`src/logic/dsp_alu_cfg.svh`:
```
/*
 * Constants of the 36-bit datapath: widths, register-port indices,
 * field positions, reset values and fixed operands.
 * Assumes inclusion by bare name from the package and the datapath.
 */
`ifndef DSP_ALU_CFG_SVH
`define DSP_ALU_CFG_SVH

`define ACC_W            36
`define DATA_W           16
`define ADDR_W           5
`define NUM_ACC          4
`define SHIFT_MAX        36
`define ROUND_CONST      36'h000008000
`define SHIFT_MODE_BIT   7
`define IMM_SHIFT_W      6
`define PTR_SHIFT_W      5

// Register port indices: accumulator n part p sits at n*4+p
`define ACC_PART_LOW     2'h0
`define ACC_PART_HIGH    2'h1
`define ACC_PART_EXT     2'h2
`define OFS_SHIFT_VALUE  5'h10
`define OFS_STATUS_TWO   5'h11
`define OFS_PTR_LATCH    5'h12
`define OFS_FLAGS        5'h13

`define RST_ACC          36'h000000000
`define RST_DATA         16'h0000

`endif

```
`src/logic/dsp_alu_pkg.sv`:
```
/*
 * Types shared by the datapath and its bench: operation codes,
 * operand selection, command and flag carriers.
 * Assumes dsp_alu_cfg.svh is on the include path.
 */
`include "dsp_alu_cfg.svh"

package dsp_alu_pkg;

   typedef enum logic [4:0] {
      OP_NOP,   OP_ADD,   OP_SUB,   OP_CMP,   OP_AND,   OP_OR,    OP_XOR,   OP_RND,
      OP_MAX,   OP_MIN,   OP_MAXD,  OP_SHFI,  OP_SHFC,  OP_SHL1,  OP_SHR1,  OP_ROL1,
      OP_ROR1,  OP_SHL4,  OP_SHR4,  OP_MOVS,  OP_MOVSI, OP_ADDV,  OP_SUBV,  OP_CMPV
   } op_t;

   typedef enum logic [1:0] {
      SEL_ACC  = 2'h0,
      SEL_PROD = 2'h1,
      SEL_BUS  = 2'h2
   } opnd_sel_t;

   typedef enum logic [1:0] {
      WID_8  = 2'h0,
      WID_16 = 2'h1,
      WID_36 = 2'h2
   } opnd_wid_t;

   typedef struct packed {
      op_t                   op;
      logic [1:0]            src;
      logic [1:0]            dst;
      opnd_sel_t             sel;
      opnd_wid_t             wid;
      logic                  inclusive;
      logic                  round;
      logic                  cond;
      logic [`DATA_W-1:0]    imm;
   } cmd_t;

   typedef struct packed {
      logic ext;
      logic minus;
      logic zero;
   } flags_t;

   typedef enum logic [1:0] {
      ST_IDLE = 2'b00,
      ST_RMW  = 2'b01
   } state_t;

endpackage : dsp_alu_pkg

```
`src/logic/dsp_alu_barrel_shifter.sv`:
```
/*
 * 36-bit single-cycle arithmetic/logic unit and barrel shifter with four
 * accumulators, shift value, second status and pointer latch registers.
 * Assumes the decoder presents one command per cycle with cmd_valid_i,
 * data bus word, product and pointer values synchronous to clk_i; pointer
 * post-modification is done by the address unit outside.
 */
// Notes on behaviour
// - Arithmetic unit is 36 bits wide, one cycle per operation, unpipelined.
// - First operand from a primary accumulator; result returns to that accumulator.
// - Source operands may be 8, 16 or 36 bits wide.
// - Narrow operands sign-extend for arithmetic, zero-extend for logic operations.
// - Immediate read-modify-write add, subtract, compare take two cycles, accumulators untouched.
// - Flags follow arithmetic and shifter results, reflecting the written accumulator.
// - Rounding adds 0x8000 to the accumulator in one cycle, alone or combined.
// - AND, OR, XOR act on 36 bits with zero-extended narrow operands.
// - Max/min compares two accumulators; new extreme copied to named accumulator.
// - New extreme latches pointer register zero into the 16-bit pointer latch.
// - Memory-maximum compares the word at pointer zero and latches on new maximum.
// - Strict conditions keep first equal element, inclusive ones keep the last.
// - Barrel shifter shifts 36 bits left or right, arithmetic, logic, rotate.
// - Shifter source from any accumulator or aligned bus; result to any accumulator.
// - Immediate shift uses a 6-bit signed count, positive left, negative right.
// - Shift by shift value register is conditional and covers -36 to +36.
// - Differing source and destination leave the source accumulator unchanged.
// - Modify commands give conditional 1-bit shifts and rotates and 4-bit shifts.
// - Left shifts fill zeros; right shifts fill sign or zeros by mode, except 1- and 4-bit modify right shifts, which always fill sign.
// - Bit 7 of the second status register selects arithmetic or logic shifting.
// - Move-and-shift loads any accumulator from the bus shifted by shift value.
// - Load from address pointer register shifts by opcode constant 15 to -16.
// - Accumulator is 16-bit high, 16-bit low and 4-bit extension parts.
`timescale 1ns/1ns
`default_nettype none

`include "dsp_alu_cfg.svh"

module dsp_alu_barrel_shifter #(
   parameter int ACC_W  = `ACC_W,
   parameter int DATA_W = `DATA_W,
   parameter int ADDR_W = `ADDR_W
) (
   input  wire logic                  clk_i,
   input  wire logic                  resetn_i,
   input  wire logic                  cmd_valid_i,
   input  wire dsp_alu_pkg::cmd_t     cmd_i,
   output logic                       cmd_ready_o,
   input  wire logic [DATA_W-1:0]     primary_data_bus_i,
   input  wire logic [ACC_W-1:0]      product_i,
   input  wire logic [DATA_W-1:0]     pointer_reg_zero_i,
   input  wire logic [DATA_W-1:0]     address_pointer_reg_i,
   output logic                       rmw_valid_o,
   output logic [DATA_W-1:0]          rmw_data_o,
   output dsp_alu_pkg::flags_t        flags_o,
   output logic [DATA_W-1:0]          ptr_latch_o,
   input  wire logic [ADDR_W-1:0]     reg_addr_i,
   input  wire logic [DATA_W-1:0]     reg_wdata_i,
   input  wire logic                  reg_wr_i,
   input  wire logic                  reg_rd_i,
   output logic [DATA_W-1:0]          reg_rdata_o
);

   // ************************************************************
   // Functions
   // ************************************************************

   // Align a bus word to 36 bits, sign or zero extended
   function automatic logic [ACC_W-1:0] align(input logic [DATA_W-1:0] w,
                                              input dsp_alu_pkg::opnd_wid_t wid,
                                              input logic sext);
      logic [ACC_W-1:0] r;
      r = '0;
      if (wid == dsp_alu_pkg::WID_8) begin
         r = {{(ACC_W-8){sext & w[7]}}, w[7:0]};
      end else begin
         r = {{(ACC_W-DATA_W){sext & w[DATA_W-1]}}, w};
      end
      return r;
   endfunction

   // Signed count shift: positive left, negative right
   function automatic logic [ACC_W-1:0] shift36(input logic [ACC_W-1:0] v,
                                                input logic signed [7:0] n,
                                                input logic arith);
      logic [6:0]         m;
      logic               fill;
      logic [2*ACC_W-1:0] wide;
      logic [ACC_W-1:0]   r;
      m    = '0;
      fill = arith & v[ACC_W-1];
      wide = '0;
      r    = '0;
      if (n >= 0) begin
         m = n[6:0];
         r = (m >= 7'(ACC_W)) ? '0 : (v << m);
      end else begin
         m    = 7'(-n);
         wide = {{ACC_W{fill}}, v} >> m;
         r    = (m >= 7'(ACC_W)) ? {ACC_W{fill}} : wide[ACC_W-1:0];
      end
      return r;
   endfunction

   // Zero, minus and extension-in-use flags of a 36-bit value
   function automatic dsp_alu_pkg::flags_t flags_of(input logic [ACC_W-1:0] v);
      dsp_alu_pkg::flags_t f;
      f.zero  = (v == '0);
      f.minus = v[ACC_W-1];
      f.ext   = !((v[ACC_W-1:31] == '0) || (v[ACC_W-1:31] == '1));
      return f;
   endfunction

   // Register port hit on accumulator n
   function automatic logic acc_hit(input logic [ADDR_W-1:0] a, input int n);
      return (a[ADDR_W-1:2] == 3'(n)) && (a[1:0] != 2'h3);
   endfunction

   // ************************************************************
   // State
   // ************************************************************

   logic [ACC_W-1:0]      acc_q [`NUM_ACC];
   logic [DATA_W-1:0]     sv_q;
   logic [DATA_W-1:0]     st2_q;
   logic [DATA_W-1:0]     latch_q;
   dsp_alu_pkg::flags_t   flags_q;
   dsp_alu_pkg::state_t   state_q;
   dsp_alu_pkg::state_t   state_d;
   logic [DATA_W-1:0]     rmw_data_q;
   logic                  rmw_wb_q;
   logic [DATA_W-1:0]     rdata_q;

   // ************************************************************
   // Operand selection
   // ************************************************************

   wire logic             take;
   wire logic             arith_mode;
   wire logic             logic_op;
   wire logic [1:0]       pri_idx;
   wire logic [1:0]       oth_idx;
   wire logic [ACC_W-1:0] opa;
   wire logic [ACC_W-1:0] bus_op;
   wire logic [ACC_W-1:0] opb;
   wire logic [ACC_W-1:0] round_add;
   wire logic [ACC_W-1:0] sum;
   wire logic [ACC_W-1:0] diff;
   wire logic [ACC_W-1:0] sh_src;
   wire logic signed [DATA_W-1:0] sv_s;
   wire logic signed [7:0] sv_cnt;
   wire logic signed [7:0] imm_cnt;
   wire logic signed [7:0] ptr_cnt;
   wire logic [ACC_W-1:0] ptr_src;

   assign take       = cmd_valid_i && cmd_ready_o;
   assign arith_mode = !st2_q[`SHIFT_MODE_BIT];
   assign logic_op   = (cmd_i.op == dsp_alu_pkg::OP_AND) || (cmd_i.op == dsp_alu_pkg::OP_OR) ||
                       (cmd_i.op == dsp_alu_pkg::OP_XOR);
   assign pri_idx    = {1'b0, cmd_i.src[0]};
   assign oth_idx    = {1'b0, ~cmd_i.src[0]};
   assign opa        = acc_q[pri_idx];
   assign bus_op     = align(primary_data_bus_i, cmd_i.wid, !logic_op);
   // 8, 16 or 36 bit operand
   assign opb        = (cmd_i.sel == dsp_alu_pkg::SEL_PROD) ? product_i :
                       (cmd_i.sel == dsp_alu_pkg::SEL_BUS)  ? bus_op    : acc_q[oth_idx];
   // Rounding folded into the same add
   assign round_add  = cmd_i.round ? `ROUND_CONST : '0;
   assign sum        = opa + opb + round_add;
   assign diff       = opa - opb + round_add;
   // Shifter source any accumulator or bus
   assign sh_src     = (cmd_i.sel == dsp_alu_pkg::SEL_BUS) ?
                       align(primary_data_bus_i, cmd_i.wid, arith_mode) : acc_q[cmd_i.src];
   assign sv_s       = sv_q;
   assign sv_cnt     = (sv_s >  16'sd36) ?  8'sd36 :
                       (sv_s < -16'sd36) ? -8'sd36 : 8'(sv_s);
   assign imm_cnt    = 8'(signed'(cmd_i.imm[`IMM_SHIFT_W-1:0]));
   // 5-bit signed count for pointer loads
   assign ptr_cnt    = 8'(signed'(cmd_i.imm[`PTR_SHIFT_W-1:0]));
   assign ptr_src    = align(address_pointer_reg_i, dsp_alu_pkg::WID_16, arith_mode);

   // ************************************************************
   // Max/min search
   // ************************************************************

   wire logic [ACC_W-1:0] mm_cur;
   wire logic [ACC_W-1:0] mm_cand;
   wire logic             mm_ge;
   wire logic             mm_gt;
   wire logic             mm_new;

   assign mm_cur  = acc_q[{1'b0, cmd_i.dst[0]}];
   // Memory word at pointer zero as candidate
   assign mm_cand = (cmd_i.op == dsp_alu_pkg::OP_MAXD) ?
                    align(primary_data_bus_i, dsp_alu_pkg::WID_16, 1'b1) : acc_q[{1'b0, ~cmd_i.dst[0]}];
   assign mm_ge   = $signed(mm_cand) >= $signed(mm_cur);
   assign mm_gt   = $signed(mm_cand) >  $signed(mm_cur);
   // Strict keeps first tie, inclusive keeps last
   assign mm_new  = (cmd_i.op == dsp_alu_pkg::OP_MIN) ?
                    (cmd_i.inclusive ? !mm_gt : !mm_ge) :
                    (cmd_i.inclusive ?  mm_ge :  mm_gt);

   // ************************************************************
   // Result selection
   // ************************************************************

   logic                  wr_en;
   logic [1:0]            wr_idx;
   logic [ACC_W-1:0]      wr_val;
   logic                  flag_en;
   logic [ACC_W-1:0]      flag_val;
   logic                  latch_en;
   logic                  rmw_go;
   logic                  rmw_wb;
   logic [DATA_W-1:0]     rmw_val;

   always_comb begin
      wr_en    = 1'b0;
      wr_idx   = pri_idx;
      wr_val   = '0;
      flag_en  = 1'b0;
      flag_val = '0;
      latch_en = 1'b0;
      rmw_go   = 1'b0;
      rmw_wb   = 1'b0;
      rmw_val  = '0;
      if (take) begin
         case (cmd_i.op)
            dsp_alu_pkg::OP_ADD: begin
               wr_en  = 1'b1;
               wr_val = sum;
            end
            dsp_alu_pkg::OP_SUB: begin
               wr_en  = 1'b1;
               wr_val = diff;
            end
            dsp_alu_pkg::OP_CMP: begin
               flag_en  = 1'b1;
               flag_val = opa - opb;
            end
            dsp_alu_pkg::OP_AND: begin
               wr_en  = 1'b1;
               wr_val = opa & opb;
            end
            dsp_alu_pkg::OP_OR: begin
               wr_en  = 1'b1;
               wr_val = opa | opb;
            end
            dsp_alu_pkg::OP_XOR: begin
               wr_en  = 1'b1;
               wr_val = opa ^ opb;
            end
            dsp_alu_pkg::OP_RND: begin
               wr_en  = 1'b1;
               wr_val = opa + `ROUND_CONST;
            end
            // Copy new extreme to named accumulator
            dsp_alu_pkg::OP_MAX, dsp_alu_pkg::OP_MIN, dsp_alu_pkg::OP_MAXD: begin
               wr_idx   = {1'b0, cmd_i.dst[0]};
               wr_en    = mm_new;
               wr_val   = mm_cand;
               latch_en = mm_new;
            end
            dsp_alu_pkg::OP_SHFI: begin
               wr_idx = cmd_i.dst;
               wr_en  = 1'b1;
               wr_val = shift36(sh_src, imm_cnt, arith_mode);
            end
            dsp_alu_pkg::OP_SHFC: begin
               wr_idx = cmd_i.dst;
               wr_en  = cmd_i.cond;
               wr_val = shift36(sh_src, sv_cnt, arith_mode);
            end
            dsp_alu_pkg::OP_SHL1: begin
               wr_idx = cmd_i.src;
               wr_en  = cmd_i.cond;
               wr_val = shift36(acc_q[cmd_i.src], 8'sd1, 1'b1);
            end
            dsp_alu_pkg::OP_SHR1: begin
               wr_idx = cmd_i.src;
               wr_en  = cmd_i.cond;
               wr_val = shift36(acc_q[cmd_i.src], -8'sd1, 1'b1);
            end
            dsp_alu_pkg::OP_ROL1: begin
               wr_idx = cmd_i.src;
               wr_en  = cmd_i.cond;
               wr_val = {acc_q[cmd_i.src][ACC_W-2:0], acc_q[cmd_i.src][ACC_W-1]};
            end
            dsp_alu_pkg::OP_ROR1: begin
               wr_idx = cmd_i.src;
               wr_en  = cmd_i.cond;
               wr_val = {acc_q[cmd_i.src][0], acc_q[cmd_i.src][ACC_W-1:1]};
            end
            dsp_alu_pkg::OP_SHL4: begin
               wr_idx = cmd_i.src;
               wr_en  = cmd_i.cond;
               wr_val = shift36(acc_q[cmd_i.src], 8'sd4, 1'b1);
            end
            dsp_alu_pkg::OP_SHR4: begin
               wr_idx = cmd_i.src;
               wr_en  = cmd_i.cond;
               wr_val = shift36(acc_q[cmd_i.src], -8'sd4, 1'b1);
            end
            // Bus word shifted by shift value
            dsp_alu_pkg::OP_MOVS: begin
               wr_idx = cmd_i.dst;
               wr_en  = 1'b1;
               wr_val = shift36(align(primary_data_bus_i, dsp_alu_pkg::WID_16, arith_mode),
                                sv_cnt, arith_mode);
            end
            dsp_alu_pkg::OP_MOVSI: begin
               wr_idx = cmd_i.dst;
               wr_en  = 1'b1;
               wr_val = shift36(ptr_src, ptr_cnt, arith_mode);
            end
            // Immediate against bus word, no accumulator write
            dsp_alu_pkg::OP_ADDV: begin
               rmw_go  = 1'b1;
               rmw_wb  = 1'b1;
               rmw_val = primary_data_bus_i + cmd_i.imm;
            end
            dsp_alu_pkg::OP_SUBV: begin
               rmw_go  = 1'b1;
               rmw_wb  = 1'b1;
               rmw_val = primary_data_bus_i - cmd_i.imm;
            end
            dsp_alu_pkg::OP_CMPV: begin
               rmw_go  = 1'b1;
               rmw_val = primary_data_bus_i - cmd_i.imm;
            end
            default: begin
               wr_en = 1'b0;
            end
         endcase
         if (wr_en) begin
            flag_en  = 1'b1;
            flag_val = wr_val;
         end
      end
   end

   // ************************************************************
   // Accumulators
   // ************************************************************

   wire logic             bus_wr_acc;

   assign bus_wr_acc = reg_wr_i && (reg_addr_i[1:0] != 2'h3) && (reg_addr_i < `OFS_SHIFT_VALUE);

   // Only the destination accumulator is written
   for (genvar n = 0; n < `NUM_ACC; n++) begin : g_acc
      wire logic dp_hit;
      wire logic bus_hit;

      assign dp_hit  = wr_en && (wr_idx == 2'(n));
      assign bus_hit = bus_wr_acc && acc_hit(reg_addr_i, n);

      always_ff @(posedge clk_i or negedge resetn_i) begin
         if (!resetn_i) begin
            acc_q[n] <= `RST_ACC;
         end else if (dp_hit) begin
            acc_q[n] <= wr_val;
         end else if (bus_hit) begin
            case (reg_addr_i[1:0])
               `ACC_PART_LOW:  acc_q[n] <= {20'h00000, reg_wdata_i};
               `ACC_PART_HIGH: acc_q[n] <= {{4{reg_wdata_i[DATA_W-1]}}, reg_wdata_i, 16'h0000};
               `ACC_PART_EXT:  acc_q[n] <= {reg_wdata_i[3:0], acc_q[n][31:0]};
               default:        acc_q[n] <= acc_q[n];
            endcase
         end
      end
   end

   // ************************************************************
   // Read-modify-write sequencer
   // ************************************************************

   always_comb begin
      case (state_q)
         dsp_alu_pkg::ST_IDLE: state_d = rmw_go ? dsp_alu_pkg::ST_RMW : dsp_alu_pkg::ST_IDLE;
         dsp_alu_pkg::ST_RMW:  state_d = dsp_alu_pkg::ST_IDLE;
         default:              state_d = dsp_alu_pkg::ST_IDLE;
      endcase
   end

   // Second cycle holds off new commands
   assign cmd_ready_o = (state_q == dsp_alu_pkg::ST_IDLE);
   assign rmw_valid_o = (state_q == dsp_alu_pkg::ST_RMW) && rmw_wb_q;
   assign rmw_data_o  = rmw_data_q;
   assign flags_o     = flags_q;
   assign ptr_latch_o = latch_q;
   assign reg_rdata_o = rdata_q;

   always_ff @(posedge clk_i or negedge resetn_i) begin
      if (!resetn_i) begin
         state_q    <= dsp_alu_pkg::ST_IDLE;
         rmw_data_q <= `RST_DATA;
         rmw_wb_q   <= 1'b0;
      end else begin
         state_q <= state_d;
         if (rmw_go) begin
            rmw_data_q <= rmw_val;
            rmw_wb_q   <= rmw_wb;
         end
      end
   end

   // ************************************************************
   // Flags, pointer latch and register port
   // ************************************************************

   wire logic [DATA_W-1:0] rd_mux;
   wire logic [ACC_W-1:0]  rd_acc;

   assign rd_acc = acc_q[reg_addr_i[3:2]];
   assign rd_mux = (reg_addr_i == `OFS_SHIFT_VALUE) ? sv_q    :
                   (reg_addr_i == `OFS_STATUS_TWO)  ? st2_q   :
                   (reg_addr_i == `OFS_PTR_LATCH)   ? latch_q :
                   (reg_addr_i == `OFS_FLAGS)       ? {13'h0000, flags_q} :
                   (reg_addr_i >= `OFS_SHIFT_VALUE) ? `RST_DATA :
                   (reg_addr_i[1:0] == `ACC_PART_LOW)  ? rd_acc[15:0]  :
                   (reg_addr_i[1:0] == `ACC_PART_HIGH) ? rd_acc[31:16] :
                   (reg_addr_i[1:0] == `ACC_PART_EXT)  ? {12'h000, rd_acc[35:32]} : `RST_DATA;

   always_ff @(posedge clk_i or negedge resetn_i) begin
      if (!resetn_i) begin
         flags_q <= '0;
         latch_q <= `RST_DATA;
         sv_q    <= `RST_DATA;
         st2_q   <= `RST_DATA;
         rdata_q <= `RST_DATA;
      end else begin
         if (flag_en) begin
            flags_q <= flags_of(flag_val);
         end else if (rmw_go) begin
            flags_q <= flags_of(align(rmw_val, dsp_alu_pkg::WID_16, 1'b1));
         end
         if (latch_en) begin
            latch_q <= pointer_reg_zero_i;
         end
         if (reg_wr_i && (reg_addr_i == `OFS_SHIFT_VALUE)) begin
            sv_q <= reg_wdata_i;
         end
         if (reg_wr_i && (reg_addr_i == `OFS_STATUS_TWO)) begin
            st2_q <= reg_wdata_i;
         end
         rdata_q <= reg_rd_i ? rd_mux : `RST_DATA;
      end
   end

endmodule // dsp_alu_barrel_shifter

`default_nettype wire

```
`config.mk`:
```
export PLATFORM = sky130hd
export DESIGN_NAME = dsp_alu_barrel_shifter
export DESIGN_NICKNAME = d
export VERILOG_FILES = /design/src/logic/dsp_alu_pkg.sv /design/src/logic/dsp_alu_barrel_shifter.sv
export VERILOG_INCLUDE_DIRS = /design/src /design/src/logic
export SDC_FILE = /design/constraint.sdc
export NUM_CORES = 2
export LEC_CHECK = 0
export BUFFER_PORTS_ARGS = -buffer_cell sky130_fd_sc_hd__buf_2
export CAP_MARGIN = 20
export CORE_ASPECT_RATIO = 0.5
export CORE_MARGIN = 3
export CORE_UTILIZATION = 25
export DETAILED_ROUTE_END_ITERATION = 8
export PLACE_DENSITY = 0.42
export SLEW_MARGIN = 20
export SYNTH_ARGS = -nofsm -noshare
export SYNTH_HDL_FRONTEND = slang
export SYNTH_SLANG_ARGS = --single-unit
export TNS_END_PERCENT = 100
```
`constraint.sdc`:
```
create_clock -name clk_i -period 13.94 [get_ports clk_i]
set_input_delay 1.394 -clock clk_i [delete_from_list [all_inputs] [get_ports clk_i]]
set_output_delay 1.394 -clock clk_i [all_outputs]
set_load 0.02 [all_outputs]
```
==> flow_summary.yaml <==
status:
  status: "finished clean"
synthesis:
  synth_area_leaders: "dfrtp_1, mux2i_1, mux4_2"
  async_flop_share_pct: 100
  syn-instance-count: 5902
  syn_area_um2: 43200
  synth_cell_type_count: 113
  ys_warn_count: 0
  synth-edff-count: 0
  ys_seq_elements: 229
  synth_nets: 6250
  ys_seq_area_share_pct: 13.3
  ys.flop_type: "dfrtp_1"
  yosys.area.top_type_share_pct: 13.3
  synth_top_area_cell: "dfrtp_1"
  synth_area_per_cell_um2: 7.31
worst_setup_path:
  crit_slowest_cell: "a31oi_1"
  cp_max_fo: 37
  crit_arrival_ps: 10000
  critPathBufInv: 4
  worstSetupPathType: "input port to flip-flop"
  critPathRequiredTime_ps: 14460
  crit_family: "compound AO/OA/AOI/OAI gates"
  endpoint_kind: "flip-flop"
  cp-start-kind: "input port"
  max_stage_delay_ps: 1070
cells_and_area:
  design_area_um2: 48200
  nNetsFinal: 6233
  finalCoreUtilization_pct: 28.2
  fin_cells: 8212
  syn_to_final_growth_pct: 11.7
  drive_above_1_share_pct: 15.8
pwr:
  p_per_area_nw_per_um2: 174
  peakVddDrop_uv: 81.3
  leakage_nw: 18.9
clock_network:
  clock_latency_ps: 640
  cts-resized-gates: 0
  post_cts_buffers: 0
  clk_path_buf_depth: 3
  cts_tree: "built"
  cts_max_level: 1
  clk_pin_slew_ps: 80
  numCtsBuffers: 24
  cts_sinks: 229
  root_buffer: "clkbuf_16"
  postCtsHoldBufs: 0
sta:
  hold_viol: 0
  fin_skew_ps: 34.7
  max_freq_ghz: 0.105
  timing.slew.headroom_pct: 3.17
  setup_tns_ps: 0
  grt_setup_unrepaired: "false"
  finalCriticalPeriod_ps: 9480
  finalMaxSlewViolations: 0
  period_share_pct: 68.0
  hold_slack_ps: 467
  worst_pin_slew_ps: 1440
  setup_viol: 0
floorplan:
  core_area_um2: 171000
  io_pins: 195
  die-area_um2: 178000
  initial_core_util_pct: 25.3
  chipHeight_um: 300
  die_w_um: 594
  rows: 107
routing:
  num_vias: 54700
  drt_iter0_markers: 9349
  viasPerCell: 6.66
  drt_wl_total_um: 342000
  first_pass_iters: 9
  drcViolationCount: 0
  antenna_left: 0
  wire_per_inst_um: 41.6
grt:
  grt_pass1_wl_um: 452000
  grt_usage_pct: 36.5
  grt_antenna_before_repair: 38
  grt_max_degree: 73
  globalRouteOverflowTotal: 0
  grt_pass1_vias: 48700
place:
  io_buffers: 194
  dp_hpwl_um: 271000
  globalplace.congestion: 1.11
  dpl-instance-area_um2: 47300
  dpl.cell_count: 8144
job:
  cap_viol_max_count: 0
hold_path:
  holdCritPathClass: "flip-flop to flip-flop"
## per-layer routing
| metal | track usage [%] | part of all wire (%) | up-vias |
|---|---|---|---|
| li1 | - | - | 22400 |
| met1 | 50.8 | 43 | 27400 |
| met2 | 49.3 | 38 | 4089 |
| met3 | 15.8 | 15 | 692 |
| met4 | 12.6 | 4.4 | 14 |
| met5 | 0 | 0.065 | - |
## through the flow
| step | setup slack [ps] | total power [mW] |
|---|---|---|
| after global placement | 2010 | 7.38 |
| final | 4460 | 8.41 |
| after floorplan | 4840 | 4.49 |
| after detailed placement | 4420 | 7.31 |
| after CTS | 5020 | 8.05 |
| after global routing | 4500 | 8.59 |
## sequential cells by signal, indices dropped and copies added (netlist names)
register and count:
state_q 1, sv_q 16, rmw_wb_q 1, rmw_data_o 16
ptr_latch_o 16, flags_o 3, reg_rdata_o 16, st2_q 16
acc_q 144
## worst paths after layout
kind / end / slack (ps) / cells after the start / startpoint
worst min register to register: rmw_data_o[1] / 470 / 2 / rmw_data_o[1]
worst min-delay path: rmw_data_o[1] / 470 / 2 / rmw_data_o[1]
worst max-delay path: flags_o[0] / 4460 / 26 / cmd_i[29]
min in group asynchronous: sv_q[8] / 720 / 1 / resetn_i
worst max register to register: flags_o[0] / 5110 / 22 / sv_q[8]
max in group asynchronous: rmw_data_o[15] / 11130 / 3 / resetn_i
## report_power, final
group | total, mW | leakage, nW | switching (mW) | internal (mW)
clock | 0.702 | 0.385 | 0.341 | 0.362
sequential | 1.28 | 2.94 | 0.417 | 0.863
combinational | 6.43 | 15.6 | 4.52 | 1.91
total | 8.41 | 18.9 | 5.28 | 3.13
## tightest hold or removal path, cell delays in order, from the launching register on
cell and delay [ps]:
dfrtp_1 340, nand2_1 50, nand2_1 50
## kinds of logic after synthesis
| kind of cell | synth area share (%) |
|---|---|
| AO/OA/AOI/OAI | 32.8 |
| AND/OR/NAND/NOR | 20.2 |
| buffers and inverters | 6.33 |
| multiplexers | 18.8 |
| flip-flops | 13.3 |
| adder cells (fa/ha/maj) | 6.04 |
| XOR/XNOR | 2.56 |
## cells in the mapped netlist, types with 14 or more instances
master,number
a2111oi_0,33
a211oi_1,156
a21boi_0,27
a21o_1,73
a21oi_1,545
a221o_1,27
a221oi_1,72
a22oi_1,81
a311oi_1,28
a31oi_1,75
and2_1,32
and3_1,33
buf_1,58
buf_2,64
clkbuf_1,376
dfrtp_1,229
ha_1,202
inv_1,163
mux2_2,137
mux2i_1,351
mux4_2,136
nand2_1,637
nand2b_1,61
nand3_1,160
nand4_1,55
nor2_1,586
nor2b_1,38
nor3_1,106
nor3b_1,14
nor4_1,44
o2111ai_1,26
o211a_1,16
o211ai_1,127
o21a_1,28
o21ai_0,436
o21bai_1,17
o221ai_1,36
o22ai_1,87
o31ai_1,40
or2_2,16
or3_1,41
or4_1,15
xnor2_1,91
xor2_1,35
## cell type report
class	instances	area [um2]
multi-input combinational	4987	35000
sequential	229	5730
tap	2289	2860
clock buffer	33	674
clock inverter	10	110
antenna	21	52.6
timing repair buffer	473	3090
fill	19000	123000
inverter	170	638
## layout by cell type (no fill, tap or decap), drive strengths merged, types with 160 or more instances in the layout
cell,Yosys,routed
mux2i,351,351
nor2,587,587
a21oi,547,547
nand2,640,640
inv,166,168
dfrtp,229,229
o21ai,444,444
nand3,161,161
ha,202,202
buf,137,471
a211oi,160,160
Note: power is estimated with default switching activity, not from simulation.
